## src/pvft_defines.svh

```systemverilog
`ifndef PVFT_DEFINES_SVH
`define PVFT_DEFINES_SVH

// system clock rate
`define PVFT_SYS_CLK_MHZ     250
// pixel clock divider: 2-bit phase counter, clock high in upper half
`define PVFT_DIV_LAST        2'h3
`define PVFT_DIV_HIGH_BIT    1
// horizontal geometry in pixel clocks
`define PVFT_LS_WIDTH        12'h008
`define PVFT_HBP             12'h004
`define PVFT_HFP             12'h008
// vertical geometry in lines
`define PVFT_FS_LINES        12'h001
`define PVFT_VFP_LINES       8'h02
`define PVFT_VBLANK_BASE     8'h06
`define PVFT_VBLANK_STEP     8'h08
// timing figures in their own units
`define PVFT_TDR_SETUP_MS    1.0
`define PVFT_TDR_HOLD_MS     1.0
`define PVFT_RST_LOW_US      1.25
// widths
`define PVFT_PIX_W           24
`define PVFT_FIFO_DEPTH      16

`endif

```

## src/pvft_pkg.sv

```systemverilog
package pvft_pkg;

    typedef enum logic [1:0] {
        PVFT_ST_RESET,
        PVFT_ST_WAIT,
        PVFT_ST_RUN
    } pvft_state_e;

    typedef struct packed {
        pvft_state_e st;
        logic [1:0]  div;
        logic        pclk;
        logic [11:0] hcnt;
        logic [11:0] vcnt;
        logic        fs;
        logic        ls;
        logic        de;
        logic [23:0] pix;
        logic        tdr;
        logic [19:0] since_flag;
        logic [19:0] since_fs;
        logic [8:0]  rst_cnt;
        logic        dev_rst_n;
        logic        underrun;
        logic        frame_pulse;
    } pvft_state_s;

endpackage

```

## src/pvft_fifo.sv

```systemverilog
`timescale 1ns/10ps
`default_nettype none

module pvft_fifo #(
    parameter int WIDTH = 24,
    parameter int DEPTH = 16
) (
    input  wire logic             sys_clk,
    input  wire logic             rstn,
    input  wire logic             in_valid,
    output var  logic             in_ready,
    input  wire logic [WIDTH-1:0] in_data,
    output var  logic             out_valid,
    input  wire logic             out_ready,
    output var  logic [WIDTH-1:0] out_data
);
    localparam int AW = $clog2(DEPTH);

    typedef struct packed {
        logic [DEPTH-1:0][WIDTH-1:0] mem;
        logic [AW-1:0]               wr;
        logic [AW-1:0]               rd;
        logic [AW:0]                 count;
        logic [WIDTH-1:0]            out_q;
        logic                        out_valid;
        logic                        in_ready;
    } pvft_fifo_s;

    pvft_fifo_s q;
    pvft_fifo_s d;
    logic       push;
    logic       pop;
    logic       mem_pop;

    // storage array plus a registered head word; depth must be 2**n
    always_comb begin
        d       = q;
        push    = in_valid & q.in_ready;
        pop     = out_ready & q.out_valid;
        mem_pop = (q.count != '0) & (~q.out_valid | pop);
        if (push) begin
            d.mem[q.wr] = in_data;
            d.wr        = AW'(q.wr + 1'b1);
        end
        if (mem_pop) begin
            d.out_q     = q.mem[q.rd];
            d.rd        = AW'(q.rd + 1'b1);
            d.out_valid = 1'b1;
        end else if (pop) begin
            d.out_valid = 1'b0;
        end
        d.count    = (AW+1)'(q.count + {{AW{1'b0}}, push}
                     - {{AW{1'b0}}, mem_pop});
        d.in_ready = (d.count < (AW+1)'(DEPTH));
    end

    // single state register
    always_ff @(posedge sys_clk) begin
        if (!rstn) begin
            q          <= '0;
            q.in_ready <= 1'b1;
        end else begin
            q <= d;
        end
    end

    assign in_ready  = q.in_ready;
    assign out_valid = q.out_valid;
    assign out_data  = q.out_q;

endmodule
`default_nettype wire

```

## src/pvft_source.sv

```systemverilog
`timescale 1ns/10ps
`default_nettype none

`include "pvft_defines.svh"

// Notes on behaviour
// - frame sync is held high for one whole line at the start of a frame.
// - at least two lines pass from the frame sync rise to the first active line.
// - at least one line passes after the last active line before frame sync.
// - total vertical blanking is 6 plus 8 times the larger of 1 and the ratio.
// - line sync stays high between 4 and 128 pixel clocks, here 8.
// - the data strobe rises at least 4 pixel clocks after line sync rises.
// - line sync rises at least 8 pixel clocks after the data strobe falls.
// - sync, strobe and pixel bus change mid-cycle outside a reset, so they are stable at the rise.
// - the 3D-ready flag changes at least 1 ms before any frame sync edge.
// - the 3D-ready flag holds at least 1 ms after any frame sync edge.
// - the device reset output is driven low for at least 1.25 us.
// - the 24 MHz reference clock comes from an outside oscillator, not here.
module pvft_source
    import pvft_pkg::*;
#(
    parameter logic [19:0] TDR_SETUP_CYC =
        20'($rtoi($ceil(`PVFT_TDR_SETUP_MS * 1000.0 * `PVFT_SYS_CLK_MHZ))),
    parameter logic [19:0] TDR_HOLD_CYC  =
        20'($rtoi($ceil(`PVFT_TDR_HOLD_MS * 1000.0 * `PVFT_SYS_CLK_MHZ)))
) (
    input  wire logic        sys_clk,
    input  wire logic        rstn,
    input  wire logic        run,
    input  wire logic [11:0] active_width,
    input  wire logic [11:0] active_height,
    input  wire logic [3:0]  line_ratio,
    input  wire logic        three_d_req,
    input  wire logic        dev_reset_req,
    input  wire logic        pix_in_valid,
    output var  logic        pix_in_ready,
    input  wire logic [23:0] pix_in_data,
    output var  logic        pixel_clock,
    output var  logic        frame_sync,
    output var  logic        line_sync,
    output var  logic        data_valid_strobe,
    output var  logic [23:0] pixel_bus,
    output var  logic        three_d_ready_flag,
    output var  logic        device_reset_n,
    output var  logic        frame_start,
    output var  logic        underrun
);
    // reset low time in system clocks, rounded up
    localparam logic [8:0] RST_LOW_CYC =
        9'($rtoi($ceil(`PVFT_RST_LOW_US * `PVFT_SYS_CLK_MHZ)));

    pvft_state_s q;
    pvft_state_s d;

    logic        fifo_valid;
    logic        fifo_ready;
    logic [23:0] fifo_data;
    logic        tick;
    logic        wrap_line;
    logic        wrap_frame;
    logic        start_ok;
    logic [11:0] h_n;
    logic [11:0] v_n;
    logic [11:0] vbp;
    logic [11:0] line_last;
    logic [11:0] frame_last;
    logic [11:0] de_start;
    logic [11:0] de_end;
    logic        de_n;

    // minimum total vertical blanking in lines
    function automatic logic [7:0] vblank_lines(input logic [3:0] ratio);
        logic [3:0] r;
        r = (ratio == 4'h0) ? 4'h1 : ratio;
        return 8'(`PVFT_VBLANK_BASE + `PVFT_VBLANK_STEP * {4'h0, r});
    endfunction

    // frame sync level for a line index
    function automatic logic fs_at(input logic [11:0] v);
        return (v < `PVFT_FS_LINES);
    endfunction

    // line sync level for a pixel index
    function automatic logic ls_at(input logic [11:0] h);
        return (h < `PVFT_LS_WIDTH);
    endfunction

    pvft_fifo #(
        .WIDTH (`PVFT_PIX_W),
        .DEPTH (`PVFT_FIFO_DEPTH)
    ) u_fifo (
        .sys_clk   (sys_clk),
        .rstn      (rstn),
        .in_valid  (pix_in_valid),
        .in_ready  (pix_in_ready),
        .in_data   (pix_in_data),
        .out_valid (fifo_valid),
        .out_ready (fifo_ready),
        .out_data  (fifo_data)
    );

    // geometry derived from the size inputs
    always_comb begin
        vbp        = 12'(vblank_lines(line_ratio) - `PVFT_VFP_LINES);
        de_start   = 12'(`PVFT_LS_WIDTH + `PVFT_HBP);
        de_end     = 12'(de_start + active_width);
        line_last  = 12'(de_end + `PVFT_HFP - 12'h001);
        frame_last = 12'(vbp + active_height
                     + {4'h0, `PVFT_VFP_LINES} - 12'h001);
    end

    // next raster position and strobe for the coming pixel clock
    always_comb begin
        tick       = (q.div == `PVFT_DIV_LAST);
        wrap_line  = (q.hcnt == line_last);
        wrap_frame = wrap_line & (q.vcnt == frame_last);
        start_ok   = run & (q.since_flag >= TDR_SETUP_CYC);
        h_n        = wrap_line ? 12'h000 : 12'(q.hcnt + 12'h001);
        v_n        = wrap_frame ? 12'h000
                   : (wrap_line ? 12'(q.vcnt + 12'h001) : q.vcnt);
        if (q.st == PVFT_ST_WAIT) begin
            h_n = 12'h000;
            v_n = 12'h000;
        end
        de_n = (v_n >= vbp) & (v_n < 12'(vbp + active_height))
             & (h_n >= de_start) & (h_n < de_end);
    end

    // pop one fifo word for each launched active pixel
    assign fifo_ready = tick & de_n & (q.st != PVFT_ST_RESET)
                      & ((q.st == PVFT_ST_RUN & ~wrap_frame) | start_ok);

    // whole block state update
    always_comb begin
        d             = q;
        d.frame_pulse = 1'b0;

        // pixel clock by division; outputs launch on its falling edge
        d.div  = 2'(q.div + 2'h1);
        d.pclk = d.div[`PVFT_DIV_HIGH_BIT];

        // device reset pulse held low for the full count
        if (dev_reset_req) begin
            d.dev_rst_n = 1'b0;
            d.rst_cnt   = 9'h000;
        end else if (!q.dev_rst_n) begin
            if (q.rst_cnt >= RST_LOW_CYC - 9'h001) begin
                d.dev_rst_n = 1'b1;
            end else begin
                d.rst_cnt = 9'(q.rst_cnt + 9'h001);
            end
        end

        // raster sequencer
        case (q.st)
            PVFT_ST_RESET: begin
                d.fs = 1'b0;
                d.ls = 1'b0;
                d.de = 1'b0;
                if (q.dev_rst_n && tick) begin
                    d.st = PVFT_ST_WAIT;
                end
            end
            PVFT_ST_WAIT: begin
                if (tick && start_ok) begin
                    d.st          = PVFT_ST_RUN;
                    d.hcnt        = h_n;
                    d.vcnt        = v_n;
                    d.fs          = fs_at(v_n);
                    d.ls          = ls_at(h_n);
                    d.de          = de_n;
                    d.frame_pulse = 1'b1;
                end
            end
            PVFT_ST_RUN: begin
                if (tick) begin
                    if (wrap_frame && !start_ok) begin
                        // hold idle until run is set and the 3D-ready setup has passed
                        d.st   = PVFT_ST_WAIT;
                        d.hcnt = 12'h000;
                        d.vcnt = 12'h000;
                        d.fs   = 1'b0;
                        d.ls   = 1'b0;
                        d.de   = 1'b0;
                    end else begin
                        d.hcnt        = h_n;
                        d.vcnt        = v_n;
                        d.fs          = fs_at(v_n);
                        d.ls          = ls_at(h_n);
                        d.de          = de_n;
                        d.frame_pulse = wrap_frame;
                    end
                end
            end
            default: begin
                d.st = PVFT_ST_RESET;
            end
        endcase

        // pixel word for the launched pixel, zero when starved
        if (fifo_ready) begin
            d.pix = fifo_valid ? fifo_data : '0;
            if (!fifo_valid) begin
                d.underrun = 1'b1;
            end
        end else if (tick) begin
            d.pix = '0;
        end

        // any reset request stops the raster at once
        if (dev_reset_req || !q.dev_rst_n) begin
            d.st   = PVFT_ST_RESET;
            d.hcnt = 12'h000;
            d.vcnt = 12'h000;
            d.fs   = 1'b0;
            d.ls   = 1'b0;
            d.de   = 1'b0;
        end

        // time since the last frame sync edge
        if (d.fs != q.fs) begin
            d.since_fs = 20'h00000;
        end else if (q.since_fs < TDR_HOLD_CYC) begin
            d.since_fs = 20'(q.since_fs + 20'h00001);
        end

        // 3D-ready flag follows the request only outside the hold window
        if ((three_d_req != q.tdr) && (q.since_fs >= TDR_HOLD_CYC)
            && (d.fs == q.fs)) begin
            d.tdr        = three_d_req;
            d.since_flag = 20'h00000;
        end else if (q.since_flag < TDR_SETUP_CYC) begin
            d.since_flag = 20'(q.since_flag + 20'h00001);
        end
    end

    // single state register
    always_ff @(posedge sys_clk) begin
        if (!rstn) begin
            q            <= '0;
            q.st         <= PVFT_ST_RESET;
            q.since_flag <= TDR_SETUP_CYC;
            q.since_fs   <= TDR_HOLD_CYC;
        end else begin
            q <= d;
        end
    end

    // outputs straight from the state register
    assign pixel_clock        = q.pclk;
    assign frame_sync         = q.fs;
    assign line_sync          = q.ls;
    assign data_valid_strobe  = q.de;
    assign pixel_bus          = q.pix;
    assign three_d_ready_flag = q.tdr;
    assign device_reset_n     = q.dev_rst_n;
    assign frame_start        = q.frame_pulse;
    assign underrun           = q.underrun;

endmodule
`default_nettype wire

```

## config.mk

```make
export PLATFORM = sky130hd
export DESIGN_NAME = pvft_source
export DESIGN_NICKNAME = d
export VERILOG_FILES = /design/src/pvft_pkg.sv /design/src/pvft_fifo.sv /design/src/pvft_source.sv
export VERILOG_INCLUDE_DIRS = /design/src
export SDC_FILE = /design/constraint.sdc
export NUM_CORES = 1
export LEC_CHECK = 0
export BUFFER_PORTS_ARGS = -buffer_cell sky130_fd_sc_hd__buf_2
export CORE_MARGIN = 3
export CORE_UTILIZATION = 55
export CTS_CLUSTER_DIAMETER = 30
export CTS_CLUSTER_SIZE = 16
export DETAILED_ROUTE_END_ITERATION = 6
export GPL_ROUTABILITY_DRIVEN = 0
export PLACE_DENSITY = 0.72
export SLEW_MARGIN = 20
export SYNTH_ARGS = -nofsm -noshare
export SYNTH_HDL_FRONTEND = slang
export SYNTH_SLANG_ARGS = --single-unit
```

## constraint.sdc

```tcl
create_clock -name sys_clk -period 9.5 [get_ports sys_clk]
set_input_delay 0.95 -clock sys_clk [delete_from_list [all_inputs] [get_ports sys_clk]]
set_output_delay 0.95 -clock sys_clk [all_outputs]
set_load 0.01 [all_outputs]
```

# == Word-level counts from Yosys, hierarchy flattened ==
# Cells that the tools add are included.
# word_totals
regBits,532
inputBits,58
output_inout_bits,33
elab_cells,169
# classes
addsub,18
order_cmp,15
n_eq_ne,12
n_mux,37
bitwise_logic,19
reduce_logical,28
# ops
op,count
$bwmux 384,1
$mux 24,5
$bmux 24 s4,1
$demux 24 s4,1
$mux 27,3
$mux 18,4
$mux 12,5
$pmux 24 s2,1
$add 20x1->20 const B,2
$ge 20x18->1 const B,2
$lt 20x18->1 const B,2
$add 12x1->12 const B,2
$eq 12x12->1,2
$lt 12x12->1,2
$sub 12x1->12 const B,2
$add 12x12->12,1
$add 12x2->12 const B,1
$add 12x4->12 const B,1
$add 4x12->12 const A,1
$and 1x1->1,12
$ge 12x12->1,1
$ge 12x4->1 const B,1
$lt 12x1->1 const B,1
$lt 12x4->1 const B,1
38 further kinds,74

# == Longest topological paths before layout ==
# Gate-level depths: netlist of run 1.
# logic_depth
word_depth,23
ltp_mapped,39
mapped_depth_nobuf,36

# == Modules after synthesis ==
# Synthesis of run 1 repeated with hierarchy kept, for this count alone.
# unflattened
hier_cells,3041
area_unflattened_um2,26915.8
# modules_own_cells
module,n_inst,cells_per_inst,area_each_um2,seq_area_each_um2
pvft_fifo,1,2096,19301.0,8468.1
pvft_source,1,945,7614.8,2162.1

# == Least setup slack after synthesis of run 1 ==
# Ideal clock, no wire load.
# synth_timing
path_type,input port to flip-flop
startpoint,input port active_width[2]
endpoint,register u_fifo.in_ready (netlist name)
setup_time_ns,0.110
t_arrival_ns,7.432
t_required_ns,9.390
path_slack_ns,1.957
stages,34
n_path_buf,2
cell_sequence,inv_1 ha_1 or3b_2 a211o_1 or4_4 a2111oi_4 o21ai_2 buf_2 or3_1 xor2_1 nor2_1 ha_1 a21o_1 a21o_1 a21oi_1 o21ai_0 or4_1 or3_1 nor3_1 a21oi_2 buf_4 inv_1 ha_1 inv_1 ha_1 inv_1 fa_1 inv_1 a21oi_1 nor2_1 nor2_1 xnor2_1 and2_1 inv_1
# synth_between
elab_chain_cells,19
elab_cells_between_ends,28
classes_between,add/sub: 4; order compare: 5; eq/ne: 1; mux: 5; bitwise: 13
# synth_lines
element,line,rtl
start: declaration,pvft_source.sv:30,"input wire logic [11:0] active_width,"
$add 4x12->12 (*),pvft_source.sv:106,de_end = 12'(de_start + active_width);
$add 12x4->12 (no line),--,
$sub 12x1->12,pvft_source.sv:107,line_last = 12'(de_end + `PVFT_HFP - 12'h001);
$eq 12x12->1,pvft_source.sv:115,wrap_line = (q.hcnt == line_last);
$mux 12 / $and 1x1->1 (equally long branches),"pvft_source.sv:120, pvft_source.sv:116",
$mux 12,pvft_source.sv:119,v_n = wrap_frame ? 12'h000
$mux 12,pvft_source.sv:121,if (q.st == PVFT_ST_WAIT) begin
$ge 12x12->1 / $lt 12x12->1 (equally long branches),pvft_source.sv:125,de_n = (v_n >= vbp) & (v_n < 12'(vbp + active_height))
$and 1x1->1,pvft_source.sv:125,
$and 1x1->1 (2 in series),pvft_source.sv:126,& (h_n >= de_start) & (h_n < de_end);
$and 1x1->1 (2 in series),pvft_source.sv:130,assign fifo_ready = tick & de_n & (q.st != PVFT_ST_RESET)
$and 1x1->1 (*),pvft_source.sv:131,& ((q.st == PVFT_ST_RUN & ~wrap_frame) | start_ok);
$and 1x1->1 (*),pvft_fifo.sv:39,pop = out_ready & q.out_valid;
$or 1x1->1 (*),pvft_fifo.sv:40,mem_pop = (q.count != '0) & (~q.out_valid | pop);
$and 1x1->1 (*),pvft_fifo.sv:40,
$sub 5x1->5 (*),pvft_fifo.sv:53,"- {{AW{1'b0}}, mem_pop});"
$lt 5x5->1 (*),pvft_fifo.sv:54,d.in_ready = (d.count < (AW+1)'(DEPTH));
# Mark *: on every way between the ends. The rest lies on a longest branch, timed or not.
# A chain may end at the register's enable or synchronous reset.

# == Worst setup path in the final report of run 1 ==
# layout_timing
startpoint,input port line_ratio[3]
endpoint,register u_fifo.in_ready (netlist name)
# layout_between
elab_chain_cells,23
elab_cells_between_ends,27
classes_between,add/sub: 6; order compare: 3; eq/ne: 1; mux: 3; bitwise: 13; reduce/logical: 1
# layout_lines
element,line,rtl
start: declaration,pvft_source.sv:32,"input wire logic [3:0] line_ratio,"
$logic_not 4->1,pvft_source.sv:74,r = (ratio == 4'h0) ? 4'h1 : ratio;
$mux 4 (*),pvft_source.sv:74,
$add 3x7->8 (no line) (*),--,
$sub 8x2->9 (no line) (*),--,
$add 12x12->12,"pvft_source.sv:108, pvft_source.sv:125",
$add 12x2->12,pvft_source.sv:108,frame_last = 12'(vbp + active_height
$sub 12x1->12,pvft_source.sv:108,
$eq 12x12->1,pvft_source.sv:116,wrap_frame = wrap_line & (q.vcnt == frame_last);
[5 not listed],--,
$and 1x1->1 (2 in series),pvft_source.sv:126,
$and 1x1->1 (2 in series),pvft_source.sv:130,
$and 1x1->1 (*),pvft_source.sv:131,
$and 1x1->1 (*),pvft_fifo.sv:39,
$or 1x1->1 (*),pvft_fifo.sv:40,
$and 1x1->1 (*),pvft_fifo.sv:40,
$sub 5x1->5 (*),pvft_fifo.sv:53,
$lt 5x5->1 (*),pvft_fifo.sv:54,
# Marked as above.

==> impl_metrics.csv, run 1 <==
group,metric,value,unit
outcome,status,"finished, final reports clean",
finish,instances_no_fill,3659,
grt,antenna_violations_before_repair,4,
yosys,synthesis.yosys.warnings,0,
yosys,ys.flop_type,"sky130_fd_sc_hd__dfxtp_1",
grt,grt_first_pass_wirelength,117,mm
timing,slew-limit-headroom,0.229,
setup_path,worstPathMaxFanout,11,
finish,final_cell_mix,"sky130_fd_sc_hd__nand2_1, sky130_fd_sc_hd__dfxtp_1, sky130_fd_sc_hd__a21boi_0",
setup_path,worst_path_max_delay_cell,"sky130_fd_sc_hd__or4_1",
timing,post-route-period-util,0.818,
yosys,synthCells,3011,
power,leakage,10.9,nW
setup_path,crit_path_frequent_cell,"sky130_fd_sc_hd__inv_1",
setup_path,worstSetupStartpointType,"input pin",
cts,postCtsHoldBufs,0,
worst_hold_path,worstHoldPathType,"flop to flop",
yosys,ys_seq_elements,531,
cts,worst_skew_pair.late_latency,0.65,ns
finish,nNetsFinal,3080,
floorplanning,initial_core_util,0.562,
drt,drt_drc_violations_left,0,
drt,firstDrtPassIters,6,
cts,clkSlewWorstSetupHoldPaths,0.05,ns
power,irDropWorstVdd,0.160,mV
floorplanning,floorplan.die.width,225,um
yosys,post_synth_xor_area_fraction,0.0410,
floorplanning,floorplan.die.height,225,um
yosys,postSynthAreaPerCell,8.79,um2
power,power_per_cell_area,234,mW/mm2
yosys,synth_fa_ha_area_frac,0.0299,
floorplanning,floorplan.die_area,0.0508,mm2
timing,tns,0,ns
place,place_hpwl,44.3,mm
setup_path,timing.setup.critical_path_class,"input pin to flop",
cts,cts.repair_timing.setup_buffer_count,0,
finish,drive_above_1_share,0.158,
yosys,synth_nets,3131,
finish,areaGrowthSynthToFinish,16.3,%
timing,max_freq,0.129,GHz
yosys,yosysUniqueCellTypes,82,
timing,period_minus_slack,7.78,ns
timing,timing.final.max_slew_violations,0,
yosys,synth_top_family_by_area,"simple AND/OR/NAND/NOR gates",
cts,cts.sinks,531,
floorplanning,core-area,0.0471,mm2
timing,unrepaired_setup_endpoints_after_global_routing,"no",
yosys,seq_area_frac_synth,0.402,
drt,wl_per_cell,20.5,um
floorplanning,io-pin-count,91,
yosys,synth_mux_area_frac,0.115,
yosys,post_synth_and_or_nand_nor_area_fraction,0.199,
finish,diode_insertion_count_for_antenna_repair,0,
cts,post_cts.resized_instances,0,
cts,cts_root_buffer,"sky130_fd_sc_hd__clkbuf_16",
timing,final_setup_fails,0,
drt,iteration_0_drc_markers,2050,
drt,post_route_antenna_net_violation_count,0,
yosys,synth.cell_area,0.0265,mm2
yosys,synth_compound_area_frac,0.162,
timing,maximum_clock_skew_at_final_layout,0.0183,ns
grt,grt.total_usage,0.292,
floorplanning,rows,79,
cts,cts_made_buffers,110,
drt,routed_wirelength,75.1,mm
flow_run,number_of_maximum_capacitance_constraint_violations,0,
grt,grt_pass1_vias,21600,
cts,clock_tree_from_tritoncts,"done",
grt,largest_net_degree_at_the_start_of_global_routing,289,
timing,fin_worst_hold_slack,0.422,ns
drt,detailroute.via_count,21800,
drt,drt-vias-per-instance,5.96,
place,io_buffer_count,90,
setup_path,timing.critical_path.slowest_cell_delay,0.46,ns
power,finalPower,7.21,mW
timing,timing_worst_slew_pin_value,1.16,ns
setup_path,critPathArrivalTime,8.31,ns
yosys,synth-async-reset-ratio,0,
grt,globalRoute.totalOverflow,0,
place,dp_cells,3455,
cts,cts_htree_levels,3,
setup_path,timing.critical_path.to_type,"flop",
yosys,synth-edff-count,0,
setup_path,critPathRequiredTime,10.04,ns
cts,clock_tree.buffer_depth,3,
timing,hold_violations,0,
setup_path,worst-r2r-setup-slack,2.16,ns
finish,commonest_non_fill_non_tap_cell_in_the_layout,"sky130_fd_sc_hd__nand2_1",
[layer usage]
| layer | vias up | global-route usage | part of all wire |
|---|---|---|---|
| met4 | 6 | 0.129 | 0.038 |
| met5 | - | 0 | 0.00061 |
| li1 | 10100 | - | - |
| met1 | 10500 | 0.357 | 0.39 |
| met3 | 225 | 0.0550 | 0.080 |
| met2 | 948 | 0.503 | 0.49 |
[state kept, by name, summed over array words and instances (netlist names), 24 cells and up]
name,count
pixel_bus,24
q,77
u_fifo.out_data,24
u_fifo.q,397
[kinds of logic after synthesis]
kind of cell / after synthesis
AO/OA/AOI/OAI: 584
XOR/XNOR: 114
adder cells (fa/ha/maj): 62
buffers and inverters: 324
flip-flops: 531
multiplexers: 154
AND/OR/NAND/NOR: 1242
[power breakdown]
| part | leakage [nW] | total [mW] | internal, mW | switching [mW] |
|---|---|---|---|---|
| clock network | 1.89 | 3.98 | 2.71 | 1.27 |
| logic | 4.70 | 0.848 | 0.369 | 0.480 |
| registers | 4.29 | 2.39 | 2.30 | 0.0844 |
[cells in the mapped netlist (38+ instances only)]
library cell,instances,area [um2]
sky130_fd_sc_hd__a21boi_0,386,2900
sky130_fd_sc_hd__xnor2_1,72,631
sky130_fd_sc_hd__dfxtp_1,531,10600
sky130_fd_sc_hd__nor2b_1,38,238
sky130_fd_sc_hd__nand2_1,847,3180
sky130_fd_sc_hd__nor2_1,142,533
sky130_fd_sc_hd__inv_1,48,180
sky130_fd_sc_hd__a21oi_1,47,235
sky130_fd_sc_hd__nand3_1,51,255
sky130_fd_sc_hd__mux4_2,120,2700
sky130_fd_sc_hd__ha_1,60,751
sky130_fd_sc_hd__clkbuf_1,216,811
[worst max-delay path, delay by kind of cell]
family,cells,cell delay (ns)
AOI/OAI and AO/OA,7,1.33
xor gates and xnor gates,2,0.33
adders and majority gates,5,1.51
buffers and inverters,7,0.62
and+or+nand+nor,17,3.56
[per-stage QoR]
stage / area (um2) / utilization / setup slack (ns)
after floorplan: 26500 / - / 1.96
after detailed placement: 26900 / 0.571 / 1.18
after global routing: 30800 / 0.654 / 1.21
final: 30800 / 0.654 / 1.72
after CTS: 30800 / 0.654 / 1.83
after global placement: 26900 / 0.571 / 1.33
[area by class of cell]
class,count,area (um2)
inverters,48,180
well taps,607,759
multi-input cells,2156,14700
flip-flops and latches,531,10600
repair buffers,113,646
fillers,3685,16300
clock buffers,140,3030
clock inverters,64,880
[final timing paths]
check,start,to,cells past startpoint
worst max-delay path,line_ratio[3],u_fifo.in_ready$_SDFF_PN1_,38
worst min-delay path,q[105]$_SDFF_PN0_,q[105]$_SDFF_PN0_,1
worst max register to register,q[96]$_SDFFE_PP0P_,u_fifo.in_ready$_SDFF_PN1_,31
worst min register to register,q[105]$_SDFF_PN0_,q[105]$_SDFF_PN0_,1
Power figures use the tool's default switching activity.
==> inputs of run 2 (changes only) <==
--- a/config.mk
+++ b/config.mk
@@ -6,6 +6,7 @@
 export SDC_FILE = /design/constraint.sdc
 export NUM_CORES = 1
 export LEC_CHECK = 0
+export ABC_AREA = 1
 export BUFFER_PORTS_ARGS = -buffer_cell sky130_fd_sc_hd__buf_2
 export CORE_MARGIN = 3
 export CORE_UTILIZATION = 55
==> constraint.sdc (replaced) <==
create_clock -name sys_clk -period 7.25 [get_ports sys_clk]
set_input_delay 0.725 -clock sys_clk [delete_from_list [all_inputs] [get_ports sys_clk]]
set_output_delay 0.725 -clock sys_clk [all_outputs]
set_load 0.01 [all_outputs]
==> impl_metrics.csv, run 2 <==
group,metric,value,unit
timing,timing.final.max_slew_violations,0,
place,io_buffer_count,90,
timing,timing_worst_slew_pin_value,1.17,ns
yosys,area_share_of_the_largest_cell_type_after_synthesis,0.403,
timing,maximum_clock_skew_at_final_layout,0.0346,ns
power,internal-power,7.63,mW
yosys,synthCells,3832,
cts,cts.repair_timing.setup_buffer_count,0,
setup_path,worstSetupStartpointType,"input pin",
yosys,yosys.area.top_type,"sky130_fd_sc_hd__dfxtp_1",
drt,firstDrtPassIters,5,
setup_path,timing.critical_path.slowest_cell_delay,0.44,ns
power,comb_power_frac,0.176,
yosys,synthMostInstantiatedCell,"sky130_fd_sc_hd__nor2_1",
cts,clock_tree_from_tritoncts,"done",
setup_path,critPathRequiredTime,7.73,ns
finish,biggestRegsByFlops,"u_fifo.q (397), q (77)",
finish,drive_above_1_share,0.102,
setup_path,timing.critical_path.to_type,"flop",
yosys,synth_area_leaders,"sky130_fd_sc_hd__dfxtp_1, sky130_fd_sc_hd__o21ai_0, sky130_fd_sc_hd__nor2_1",
cts,postCtsHoldBufs,0,
finish,final_cell_area,0.0310,mm2
grt,antenna_violations_before_repair,4,
power,power_per_cell_area,346,mW/mm2
place,preCtsSetupSlack,0.373,ns
floorplanning,io-pin-count,91,
finish,areaGrowthSynthToFinish,17.6,%
setup_path,critPathArrivalTime,6.72,ns
grt,grt-busiest-layer,"met2",
drt,detailroute.via_count,25100,
yosys,synth.cell_area,0.0264,mm2
yosys,yosysUniqueCellTypes,50,
timing,final_setup_fails,0,
floorplanning,floorplan.die.height,225,um
finish,largest_reg_flops,397,
worst_hold_path,hold_start,"three_d_req",
drt,drt_drc_violations_left,0,
drt,post_route_antenna_net_violation_count,0,
grt,gr-usage-met1,0.388,
drt,iteration_0_drc_markers,2443,
setup_path,timing.reg2reg.worst_path_depth,34,
floorplanning,initial_core_util,0.562,
setup_path,crit-reg2reg-capture,"u_fifo.in_ready$_SDFF_PN1_",
yosys,netlist_top_cells_count,"sky130_fd_sc_hd__nor2_1, sky130_fd_sc_hd__o21ai_0, sky130_fd_sc_hd__dfxtp_1",
place,postPlaceCellArea,0.0268,mm2
flow_run,number_of_maximum_capacitance_constraint_violations,0,
cts,cts_made_buffers,114,
yosys,synth-edff-count,0,
outcome,status,"finished, final reports clean",
timing,final_critical_path_setup_slack,1.01,ns
setup_path,cp_num_buf_inv,6,
setup_path,worst-r2r-setup-slack,1.63,ns
power,leakage,13.3,nW
setup_path,critical_path.top_delay_family,"simple AND/OR/NAND/NOR gates",
setup_path,timing.setup.critical_path_class,"input pin to flop",
timing,unrepaired_setup_endpoints_after_global_routing,"no",
grt,grt.total_usage,0.292,
timing,max_freq,0.160,GHz
power,irDropWorstVdd,0.300,mV
setup_path,worst_path_max_delay_cell,"sky130_fd_sc_hd__fa_1",
floorplanning,core-area,0.0470,mm2
place,place_hpwl,44.5,mm
cts,cts_root_buffer,"sky130_fd_sc_hd__clkbuf_16",
floorplanning,floorplan.die_area,0.0506,mm2
drt,routed_wirelength,75.5,mm
drt,drt-vias-per-instance,5.56,
timing,fin_worst_hold_slack,0.343,ns
finish,regMostFlops,"u_fifo.q",
timing,post-route-period-util,0.861,
cts,post_cts.resized_instances,0,
yosys,ys_seq_elements,531,
yosys,postSynthAreaPerCell,6.88,um2
setup_path,r2r_start,"q[92]$_SDFFE_PP0P_",
finish,nNetsFinal,3933,
yosys,synth-async-reset-ratio,0,
setup_path,worstPathMaxFanout,6,
grt,largest_net_degree_at_the_start_of_global_routing,197,
timing,period_minus_slack,6.24,ns
setup_path,crit_path_frequent_cell,"sky130_fd_sc_hd__nand2_1",
cts,worst_skew_pair.late_latency,0.66,ns
yosys,synthesis.yosys.warnings,0,
power,power.share.switching,0.289,
drt,wl_per_cell,16.7,um
grt,global_route.usage.met2,0.472,
yosys,synth_nets,3952,
grt,grt_pass1_vias,23000,
timing,slew-limit-headroom,0.222,
worst_hold_path,timing.hold.worst_path_depth,3,
cts,cts_htree_levels,3,
worst_hold_path,holdPathEnd,"three_d_ready_flag$_SDFFE_PN0P_",
finish,commonest_non_fill_non_tap_cell_in_the_layout,"sky130_fd_sc_hd__nor2_1",
cts,cts.sinks,531,
power,power_frac_clock,0.521,
power,sequentialPowerShare,0.303,
timing,tns,0,ns
timing,hold_violations,0,
cts,clkSlewWorstSetupHoldPaths,0.05,ns
cts,clock_tree.buffer_depth,3,
worst_hold_path,worstHoldPathType,"input pin to flop",
grt,grt_first_pass_wirelength,121,mm
yosys,seq_area_frac_synth,0.403,
power,net_switching_power,3.10,mW
floorplanning,floorplan.die.width,225,um
grt,globalRoute.totalOverflow,0,
finish,final_cell_mix,"sky130_fd_sc_hd__nor2_1, sky130_fd_sc_hd__o21ai_0, sky130_fd_sc_hd__dfxtp_1",
floorplanning,rows,79,
yosys,ys.flop_type,"sky130_fd_sc_hd__dfxtp_1",
grt,grt_use_met3,0.0541,
[run 2: changes by cell type after synthesis, moves of 32 or more]
cell,change
sky130_fd_sc_hd__o21ai_0,+603
sky130_fd_sc_hd__inv_1,+321
sky130_fd_sc_hd__nand3_1,+87
sky130_fd_sc_hd__mux4_2,-120
sky130_fd_sc_hd__nor2b_1,-38
sky130_fd_sc_hd__nor2_1,+574
sky130_fd_sc_hd__o22ai_1,+32
sky130_fd_sc_hd__a21boi_0,-386
sky130_fd_sc_hd__xnor2_1,-67
sky130_fd_sc_hd__nand2_1,-393
sky130_fd_sc_hd__a21oi_1,+289
[run 2: cell type report]
| class | count | area [um2] |
|---|---|---|
| fillers | 4106 | 15900 |
| multi-input cells | 2647 | 13200 |
| flip-flops and latches | 531 | 10600 |
| clock buffers | 151 | 3210 |
| inverters | 389 | 1460 |
| clock inverters | 59 | 993 |
| repair buffers | 130 | 773 |
| well taps | 607 | 759 |
| diodes | 2 | 5.00 |
[run 2: power groups by stage]
stage          registers (mW)  logic [mW]  clock network [mW]
3_5_place_dp             3.30        1.83                   0
4_1_cts                  3.25        1.86                5.63
5_1_grt                  3.27        2.11                5.80
6_report                 3.25        1.89                5.59
2_1_floorplan            3.20        1.44                   0
3_3_place_gp             3.30        1.83                   0
[run 2: logic make-up (layout without fill, tap and decap cells)]
logic type,count (synthesis),after routing,share of synthesized area
AO/OA/AOI/OAI,1050,1050,0.205
XOR/XNOR,38,38,0.0137
adder cells (fa/ha/maj),62,62,0.0300
buffers and inverters,654,729,0.0984
flip-flops,531,531,0.403
multiplexers,64,64,0.0243
other,0,2,0
AND/OR/NAND/NOR,1433,1433,0.226
[run 2: routing by layer]
layer / part of all wire / up-vias
li1: - / 12500
met1: 0.44 / 11400
met2: 0.46 / 989
met3: 0.076 / 178
met4: 0.031 / 2
met5: 0.00017 / -
[run 2: worst max-delay path by stage]
stage                             start                          to  slack, ns  cells past startpoint
after global routing      line_ratio[2]  u_fifo.in_ready$_SDFF_PN1_       0.28                     44
after floorplan           line_ratio[3]     u_fifo.q[30]$_SDFF_PN0_       1.31                     44
after global placement    line_ratio[3]     u_fifo.q[30]$_SDFF_PN0_       0.55                     45
after CTS                 line_ratio[3]  u_fifo.in_ready$_SDFF_PN1_       1.05                     44
after detailed placement  line_ratio[3]     u_fifo.q[30]$_SDFF_PN0_       0.37                     45
final                     line_ratio[3]  u_fifo.in_ready$_SDFF_PN1_       1.01                     44
[run 2: worst min-delay path, cell delays in order]
cell and delay, ns:
sky130_fd_sc_hd__buf_2 0.10, sky130_fd_sc_hd__nor2_1 0.04, sky130_fd_sc_hd__nor2_1 0.08
[run 2: stage by stage]
step	total power, mW	utilization	cells
2_1_floorplan	4.64	-	3832
3_3_place_gp	5.12	0.571	4304
3_5_place_dp	5.13	0.571	4304
4_1_cts	10.7	0.661	4514
5_1_grt	11.2	0.661	4516
6_report	10.7	0.661	4516
